## config.mk

```make
export PLATFORM = sky130hd
export DESIGN_NAME = uacb_ctrl
export DESIGN_NICKNAME = d
export VERILOG_FILES = /design/src/rtl/uacb_pkg.sv /design/src/rtl/uacb_ctrl.sv
export VERILOG_INCLUDE_DIRS = /design/src /design/src/rtl
export SDC_FILE = /design/constraint.sdc
export NUM_CORES = 1
export LEC_CHECK = 0
export BUFFER_PORTS_ARGS = -buffer_cell sky130_fd_sc_hd__buf_2
export CAP_MARGIN = 20
export CORE_MARGIN = 8
export CORE_UTILIZATION = 50
export DETAILED_ROUTE_END_ITERATION = 6
export HOLD_SLACK_MARGIN = 0.08
export PLACE_DENSITY = 0.89
export SYNTH_ARGS = -nofsm -noshare
export SYNTH_HDL_FRONTEND = slang
export SYNTH_SLANG_ARGS = --single-unit
```

## constraint.sdc

```tcl
create_clock -name pclk -period 2.6 [get_ports pclk]
set_input_delay 0.26 -clock pclk [delete_from_list [all_inputs] [get_ports pclk]]
set_output_delay 0.26 -clock pclk [all_outputs]
set_load 0.05 [all_outputs]
```

## src/rtl/uacb_defs.svh

```systemverilog
`ifndef UACB_DEFS_SVH
`define UACB_DEFS_SVH

// Register byte offsets on the APB window
`define UACB_OFF_CTRL2 12'h000
`define UACB_OFF_SLINE 12'h004
`define UACB_OFF_DATA  12'h008
`define UACB_OFF_DIV   12'h00c
`define UACB_OFF_PORT  12'h010
`define UACB_OFF_STAT  12'h014

// Field positions in serial_control_two
`define UACB_B_TXON 7
`define UACB_B_RXON 6
`define UACB_B_SPD  5
`define UACB_B_ADDR 4
`define UACB_B_WAKE 3
`define UACB_B_RIE  2
`define UACB_B_TX_IDLE_IRQ_ON 1
`define UACB_B_TX_EMPTY_IRQ_ON 0

// Field positions in the port control register
`define UACB_B_PORTON 0
`define UACB_B_WORD9  1

// Reset values
`define UACB_CTRL2_RST 8'h00
`define UACB_BYTE_RST  8'h00
`define UACB_WORD_ZERO 32'h0000_0000

// Prescaler last count: 64 or 16 clocks per divisor step
`define UACB_PRE_LOW  6'h3f
`define UACB_PRE_HIGH 6'h0f
`define UACB_PRE_ZERO 6'h00
`define UACB_CNT_ZERO 8'h00

// Same factors, wide, for period arithmetic
`define UACB_FAC_LOW  17'h00040
`define UACB_FAC_HIGH 17'h00010

`endif

```

## src/rtl/uacb_pkg.sv

```systemverilog
package uacb_pkg;

   // Flags kept by the external status logic
   typedef struct packed {
      logic overrun_flag;
      logic receive_available_flag;
      logic transmitter_idle_flag;
      logic transmit_empty_flag;
   } uacb_flags_t;

   // Word handed over by the receive shifter
   typedef struct packed {
      logic       received_ninth_bit;
      logic [7:0] data;
   } uacb_rxw_t;

   // Pin driver pair, oe_n low while driving
   typedef struct packed {
      logic o;
      logic oe_n;
   } uacb_pin_t;

   // Complete state of the control block
   typedef struct packed {
      logic [7:0]  ctrl;
      logic        single_line_mode;
      logic        port_global_on;
      logic        word_length_select;
      logic [7:0]  txd;
      logic [7:0]  rxd;
      logic        rx9;
      logic [7:0]  divisor_bits;
      logic [5:0]  pre;
      logic [7:0]  cnt;
      logic        tick;
      logic        tx_load;
      logic        rx_taken;
      logic        rx_read;
      logic        irq_set;
      logic        wake_req;
      logic        pin_q;
      uacb_flags_t flg_q;
      logic [31:0] prd;
   } uacb_state_t;

endpackage

```

## src/rtl/uacb_ctrl.sv

```systemverilog
`timescale 1ns/1ns
`default_nettype none
`include "uacb_defs.svh"

// Overview of operation
// - Transmitter enable clear aborts, flushes, floats transmit pin.
// - Transmit pin driven only with transmitter and port enables set.
// - Receiver enable clear aborts, flushes receiver, holds its input line idle high.
// - Receiver active only with receiver and port enables set.
// - Bit rate is clock over 64(N+1), or 16(N+1) in fast mode.
// - Free-running 8-bit timer set by divisor 0..255 sets rate.
// - Address bit is data bit 7, or ninth bit in 9-bit mode.
// - Address word with detection on is stored and may interrupt.
// - Non-address word with detection on is dropped, no interrupt.
// - Clock off plus wake enable: falling line edge requests wake.
// - No pin wake while clock runs or wake enable is zero.
// - Receive enable lets overrun or data-available set interrupt.
// - Idle enable lets transmitter idle set interrupt.
// - Empty enable lets transmit-empty set interrupt.
// - Single-line off: shared pin is receiver input only.
// - Single-line on: shared pin per enables; both on means receive.
// - Upper seven bits of single-line register read zero.
// - One data byte: written for transmit, read gives received byte.
// - Port disable clears both enables, keeps other controls.
module uacb_ctrl (
   // Clock and reset
   input  wire logic                 pclk,
   input  wire logic                 presetn,
   // APB slave
   input  wire logic [11:0]          paddr,
   input  wire logic                 psel,
   input  wire logic                 penable,
   input  wire logic                 pwrite,
   input  wire logic [31:0]          pwdata,
   output logic [31:0]               prdata,
   output logic                      pready,
   output logic                      pslverr,
   // Frame logic side
   input  wire uacb_pkg::uacb_flags_t flags_i,
   input  wire logic                 rx_valid,
   input  wire uacb_pkg::uacb_rxw_t  rx_word,
   input  wire logic                 ser_tx_bit,
   input  wire logic                 clk_off,
   output logic                      port_run,
   output logic                      tx_run,
   output logic                      rx_run,
   output logic                      word_length_select,
   output logic                      baud_tick,
   output logic [7:0]                tx_data,
   output logic                      tx_load,
   output logic                      rx_taken,
   output logic                      rx_read,
   output logic                      rx_line,
   output logic                      irq_set,
   output logic                      wake_req,
   // Pins
   output uacb_pkg::uacb_pin_t       tx_pin,
   input  wire logic                 rxtx_pin_i,
   output uacb_pkg::uacb_pin_t       rxtx_pin
);
   import uacb_pkg::*;

   uacb_state_t s;
   uacb_state_t n;
   logic        wr_acc;
   logic        rd_acc;
   logic        setup;
   logic        abit;
   logic [5:0]  pre_top;

   ////////////////////////////////////////////////////////////////////
   // Address decode, shared by error answer and access strobes
   function automatic logic map_ok(input logic [11:0] a);
      map_ok = (a == `UACB_OFF_CTRL2) || (a == `UACB_OFF_SLINE) ||
               (a == `UACB_OFF_DATA)  || (a == `UACB_OFF_DIV)   ||
               (a == `UACB_OFF_PORT)  || (a == `UACB_OFF_STAT);
   endfunction

   // Bus phase decode
   assign setup  = psel && !penable;
   assign wr_acc = psel && penable && pwrite && map_ok(paddr);
   assign rd_acc = psel && penable && !pwrite && map_ok(paddr);

   // Zero wait states; data was prepared during setup
   assign pready  = 1'b1;
   assign pslverr = psel && penable && !map_ok(paddr);
   assign prdata  = s.prd;

   // Address bit of the incoming word
   // address bit select
   assign abit = s.word_length_select ? rx_word.received_ninth_bit
                                      : rx_word.data[7];

   // Prescaler length from the speed bit
   // speed mode factor
   assign pre_top = s.ctrl[`UACB_B_SPD] ? `UACB_PRE_HIGH
                                         : `UACB_PRE_LOW;

   ////////////////////////////////////////////////////////////////////
   // Next-state logic
   always_comb begin
      n          = s;
      n.tick     = 1'b0;
      n.tx_load  = 1'b0;
      n.rx_taken = 1'b0;
      n.rx_read  = 1'b0;
      n.irq_set  = 1'b0;
      n.wake_req = 1'b0;
      n.pin_q    = rxtx_pin_i;
      n.flg_q    = flags_i;

      // Register writes take effect at the access edge
      if (wr_acc) begin
         unique case (paddr)
            `UACB_OFF_CTRL2: n.ctrl = pwdata[7:0];
            `UACB_OFF_SLINE: n.single_line_mode = pwdata[0];
            `UACB_OFF_DATA: begin
               // A write while the holding byte is full is dropped
               // transmit byte
               if (flags_i.transmit_empty_flag) begin
                  n.txd     = pwdata[7:0];
                  n.tx_load = 1'b1;
               end
            end
            `UACB_OFF_DIV: n.divisor_bits = pwdata[7:0];
            `UACB_OFF_PORT: begin
               n.port_global_on     = pwdata[`UACB_B_PORTON];
               n.word_length_select = pwdata[`UACB_B_WORD9];
            end
            `UACB_OFF_STAT: n.prd = s.prd;
         endcase
      end

      // Data read tells the flag logic the byte was consumed
      if (rd_acc && (paddr == `UACB_OFF_DATA)) begin
         n.rx_read = 1'b1;
      end

      // Enables cannot stand while the port is off
      // clear both enables
      if (!n.port_global_on) begin
         n.ctrl[`UACB_B_TXON] = 1'b0;
         n.ctrl[`UACB_B_RXON] = 1'b0;
      end

      // Received word, filtered by address detection
      if (rx_valid && rx_run) begin
         if (!(s.ctrl[`UACB_B_ADDR] && !abit)) begin
            n.rxd      = rx_word.data;
            n.rx9      = rx_word.received_ninth_bit;
            n.rx_taken = 1'b1;
         end
      end

      // Read data is latched in setup so it stands through access
      if (setup) begin
         unique case (paddr)
            `UACB_OFF_CTRL2: n.prd = 32'(s.ctrl);
            `UACB_OFF_SLINE: n.prd = 32'(s.single_line_mode);
            `UACB_OFF_DATA:  n.prd = 32'(s.rxd);
            `UACB_OFF_DIV:   n.prd = 32'(s.divisor_bits);
            `UACB_OFF_PORT:  n.prd = 32'({s.word_length_select,
                                          s.port_global_on});
            `UACB_OFF_STAT:  n.prd = 32'({s.rx9, flags_i});
            default:         n.prd = `UACB_WORD_ZERO;
         endcase
      end

      // Baud timer: prescaler then divisor countdown
      // restart while port is off
      if (!s.port_global_on) begin
         n.pre = pre_top;
         n.cnt = s.divisor_bits;
      end else if (s.pre == `UACB_PRE_ZERO) begin
         n.pre = pre_top;
         if (s.cnt == `UACB_CNT_ZERO) begin
            n.cnt  = s.divisor_bits;
            n.tick = 1'b1;
         end else begin
            n.cnt = s.cnt - 8'h01;
         end
      end else begin
         n.pre = s.pre - 6'h01;
      end

      // Falling line edge while the serial clock is stopped
      // wake request
      n.wake_req = clk_off && s.ctrl[`UACB_B_WAKE] &&
                   s.pin_q && !rxtx_pin_i;

      // Interrupt request on enabled flag rising edges
      // receive sources
      if (s.ctrl[`UACB_B_RIE] &&
          ((flags_i.overrun_flag && !s.flg_q.overrun_flag) ||
           (flags_i.receive_available_flag &&
            !s.flg_q.receive_available_flag) ||
           n.wake_req)) begin
         n.irq_set = 1'b1;
      end
      if (s.ctrl[`UACB_B_TX_IDLE_IRQ_ON] && flags_i.transmitter_idle_flag &&
          !s.flg_q.transmitter_idle_flag) begin
         n.irq_set = 1'b1;
      end
      if (s.ctrl[`UACB_B_TX_EMPTY_IRQ_ON] && flags_i.transmit_empty_flag &&
          !s.flg_q.transmit_empty_flag) begin
         n.irq_set = 1'b1;
      end
   end

   ////////////////////////////////////////////////////////////////////
   // State register; data and divisor bytes clear to zero
   always_ff @(posedge pclk or negedge presetn) begin
      if (!presetn) begin
         s      <= '0;
         s.ctrl <= `UACB_CTRL2_RST;
         s.txd  <= `UACB_BYTE_RST;
         s.pre  <= `UACB_PRE_LOW;
      end else begin
         s <= n;
      end
   end

   ////////////////////////////////////////////////////////////////////
   // Outputs to the frame logic
   assign port_run           = s.port_global_on;
   assign tx_run             = s.port_global_on && s.ctrl[`UACB_B_TXON];
   assign rx_run             = s.port_global_on && s.ctrl[`UACB_B_RXON];
   assign word_length_select = s.word_length_select;
   assign baud_tick          = s.tick;
   assign tx_data            = s.txd;
   assign tx_load            = s.tx_load;
   assign rx_taken           = s.rx_taken;
   assign rx_read            = s.rx_read;
   assign irq_set            = s.irq_set;
   assign wake_req           = s.wake_req;

   // Receiver sees idle-high when shut off, so no false start bit
   // receiver detached
   assign rx_line = rx_run ? rxtx_pin_i : 1'b1;

   // Pin drivers; in single-line mode the shared pin carries data
   // float when off
   assign tx_pin.o    = ser_tx_bit;
   assign tx_pin.oe_n = !(tx_run && !s.single_line_mode);
   assign rxtx_pin.o    = ser_tx_bit;
   assign rxtx_pin.oe_n = !(s.single_line_mode && tx_run && !rx_run);

   // Helper: cycles since the last tick, armed on a clean interval.
   // Two ticks must pass after a setting change, because the count
   // already running may have been loaded with the old setting.
   logic [16:0] gap_q;
   logic [1:0]  arm_q;
   logic [16:0] per;
   assign per = (s.ctrl[`UACB_B_SPD] ? `UACB_FAC_HIGH : `UACB_FAC_LOW)
                * (17'(s.divisor_bits) + 17'h00001);
   always_ff @(posedge pclk or negedge presetn) begin
      if (!presetn) begin
         gap_q   <= 17'h00000;
         arm_q   <= 2'h0;
      end else begin
         gap_q   <= s.tick ? 17'h00000 : gap_q + 17'h00001;
         if (!s.port_global_on || (n.divisor_bits != s.divisor_bits) ||
             (n.ctrl[`UACB_B_SPD] != s.ctrl[`UACB_B_SPD])) begin
            arm_q <= 2'h0;
         end else if (s.tick && (arm_q != 2'h2)) begin
            arm_q <= arm_q + 2'h1;
         end
      end
   end
endmodule
`default_nettype wire

```

==> impl_metrics.json <==
{
  "status": "finished clean",
  "hp-class": "input pin to flop",
  "arrival_ps": 2400,
  "die_y_um": 101.3,
  "cts-htree-levels": 3,
  "yosys_warnings": 0,
  "worstSetupStartpoint": "s[51]",
  "slew_headroom_pct": 54.72,
  "multiInputGateArea_mm2": 0.001593,
  "ys_ff_latch": 69,
  "cellLeakagePower_nw": 2.065,
  "start_util_pct": 50.95,
  "grt_pass1_vias": 2690,
  "synth_top_area_share_pct": 43.36,
  "fillers": 592,
  "grt_max_degree": 32,
  "slew_viol_final": 0,
  "dieWidth_um": 101.3,
  "cts_tree": "yes",
  "yosysTopAreaCell": "dfrtp_1",
  "critical_path.max_fanout": 10,
  "clock.fmax_mhz": 471.4,
  "layout_common_cells": "buf_2 (70), dfrtp_1 (63), mux2_2 (43)",
  "required_ps": 2870,
  "dieArea_mm2": 0.01026,
  "cp-endpoint": "s[46]",
  "insertion_delay_ps": 340,
  "antenna_found_initial": 0,
  "cts.path.max_buffers": 2,
  "finalSetupViolations": 0,
  "cp-start-kind": "flop",
  "fin_crit_ps": 2122,
  "fin_crit_sh_pct": 81.60,
  "synth_cells": 329,
  "final.setup.tns_ps": 0,
  "ios": 123,
  "synth_edf_count": 0,
  "async_flop_share_pct": 100.0,
  "p_per_area_mw_per_mm2": 515.6,
  "synthesis.area_mm2": 0.003636,
  "drc_errors": 0,
  "path_cells": "inv_1, ha_1, nor2b_1, nand2_2, o21ai_0, a211o_1",
  "place.gp.congestion": 0.8977,
  "seq_area_mm2": 0.001734,
  "ys_seq_area_share_pct": 47.69,
  "grt-ovfl-total": 0,
  "r2r-start": "s[51]",
  "wl_per_cell_um": 17.06,
  "dp_hpwl_mm": 6.607,
  "clk_pin_slew_ps": 80,
  "grt_pass1_wl_mm": 13.47,
  "skew_ps": 8.173,
  "rows": 31,
  "cts_made_buffers": 9,
  "antenna_cells": 0,
  "place_area_mm2": 0.003902,
  "critical_path_class": "flop to flop",
  "vias_per_cell": 5.472,
  "final_cell_area_mm2": 0.004163,
  "layout-drive-gt1-share_pct": 39.40,
  "yosys-top-cells-area": "dfrtp_1 (43%), mux2_2 (13%), buf_4 (8.9%)",
  "cts.repair.resized": 0,
  "critPathMaxStageDelay_ps": 520,
  "hold_viol": 0,
  "max_cap_viol_count": 0,
  "coreArea_mm2": 0.007137,
  "rr_worst_depth": 6,
  "reg2reg_setup_slack_ps": 480,
  "layout_commonest_cell": "buf_2",
  "route.vias.total": 2736,
  "root_buffer": "clkbuf_8",
  "areaGrowthSynthToFinish_pct": 14.49,
  "ys_types": 52,
  "slowest_stage": "o21ai_0",
  "postSynthAreaPerCell_um2": 11.05,
  "peakVddDrop_mv": 0.3337,
  "grtUsageTotal_pct": 16.88,
  "worst_pin_slew_ps": 679.2,
  "detail-route-antenna-nets": 0,
  "yosys_most_used_dff": "dfrtp_1",
  "drtPass1Iterations": 5,
  "timing.rr.end": "s[46]",
  "wl_mm": 8.531,
  "end_kind": "flop",
  "dr.first_iter.drc_count": 276,
  "cts.sinks": 69,
  "post_cts_buffers": 0,
  "io_buffers": 70,
  "final_nets": 465,
  "rsz0062_at_grt": "no"
}
## repair_timing
item,CTS,global route
hold endpoints to repair,28,0
endpoints found under the setup margin,0,0
hold buffers,6,0
## worst min-delay path by stage
stage	startpoint	endpoint	slack, ps	cells after the start
finish	pwrite	rx_read	120	2
global route	pwrite	rx_read	120	2
floorplan	presetn	baud_tick	-40	0
CTS	pwrite	rx_read	100	2
global placement	presetn	rx_taken	330	1
detailed placement	presetn	rx_taken	340	1
## routing by layer
layer  global-route usage, %  wire, um
met1                   22.13      3779
met5                       0         0
met4                   7.904       183
met3                   3.711       603
met2                   25.96      3965
## state kept, by name, indices dropped and copies added (netlist names)
signal and cells:
word_length_select 1, irq_set 1, rx_read 1, tx_load 1, s 45, port_run 1
rx_taken 1, prdata 8, wake_req 1, baud_tick 1, tx_data 8
## final cells by class
cell class                 instances  share of cell area (%)
timing repair buffer              84                   11.30
inverter                          11                  0.9919
clock buffer                      10                   3.306
sequential                        69                   41.66
clock inverter                     6                   1.503
tap                               99                   2.976
multi-input combinational        221                   38.26
## kinds of logic after synthesis
group | share of synthesized area (%)
and+or+nand+nor | 14.14
buffers and inverters | 10.87
AOI/OAI and AO/OA | 10.70
other | 0.2065
muxes | 14.14
adders and majority gates | 1.032
DFF | 47.69
xor gates and xnor gates | 1.204
## critical path, delay by kind of cell (launching register included)
family                   cells  cell delay, ps
AO/OA/AOI/OAI                2             720
AND/OR/NAND/NOR              2             700
flip-flops                   1             390
adder cells (fa/ha/maj)      1             180
buffers and inverters        1              70
## through the flow
step	power [mW]	hold WS [ps]	setup slack [ps]	cells	util, %
after floorplan	1.254	-35.59	284.5	352	-
after global placement	1.285	328.9	537.0	478	54.68
after detailed placement	1.289	340.6	512.9	478	54.68
after CTS	2.161	103.9	519.6	500	58.33
after global routing	2.225	117.5	182.5	500	58.33
final	2.146	120.5	478.5	500	58.33
## cell usage after synthesis, types with 7 or more instances
cell and instances:
nor2_1 15, nand2_1 13, mux2_2 43, nand3_1 10
o21ai_0 8, nor3_1 12, buf_4 43, a21oi_1 7
dfrtp_1 63, a22o_1 8, inv_1 11
## report_power, final
part	leakage, nW	total (mW)	internal [mW]	switching (mW)
combinational	1.04	0.198	0.0454	0.152
clock	0.0943	0.869	0.465	0.404
sequential	0.932	1.08	1.08	0.00160
total	2.06	2.15	1.59	0.558
(Power assumes the default switching activity.)
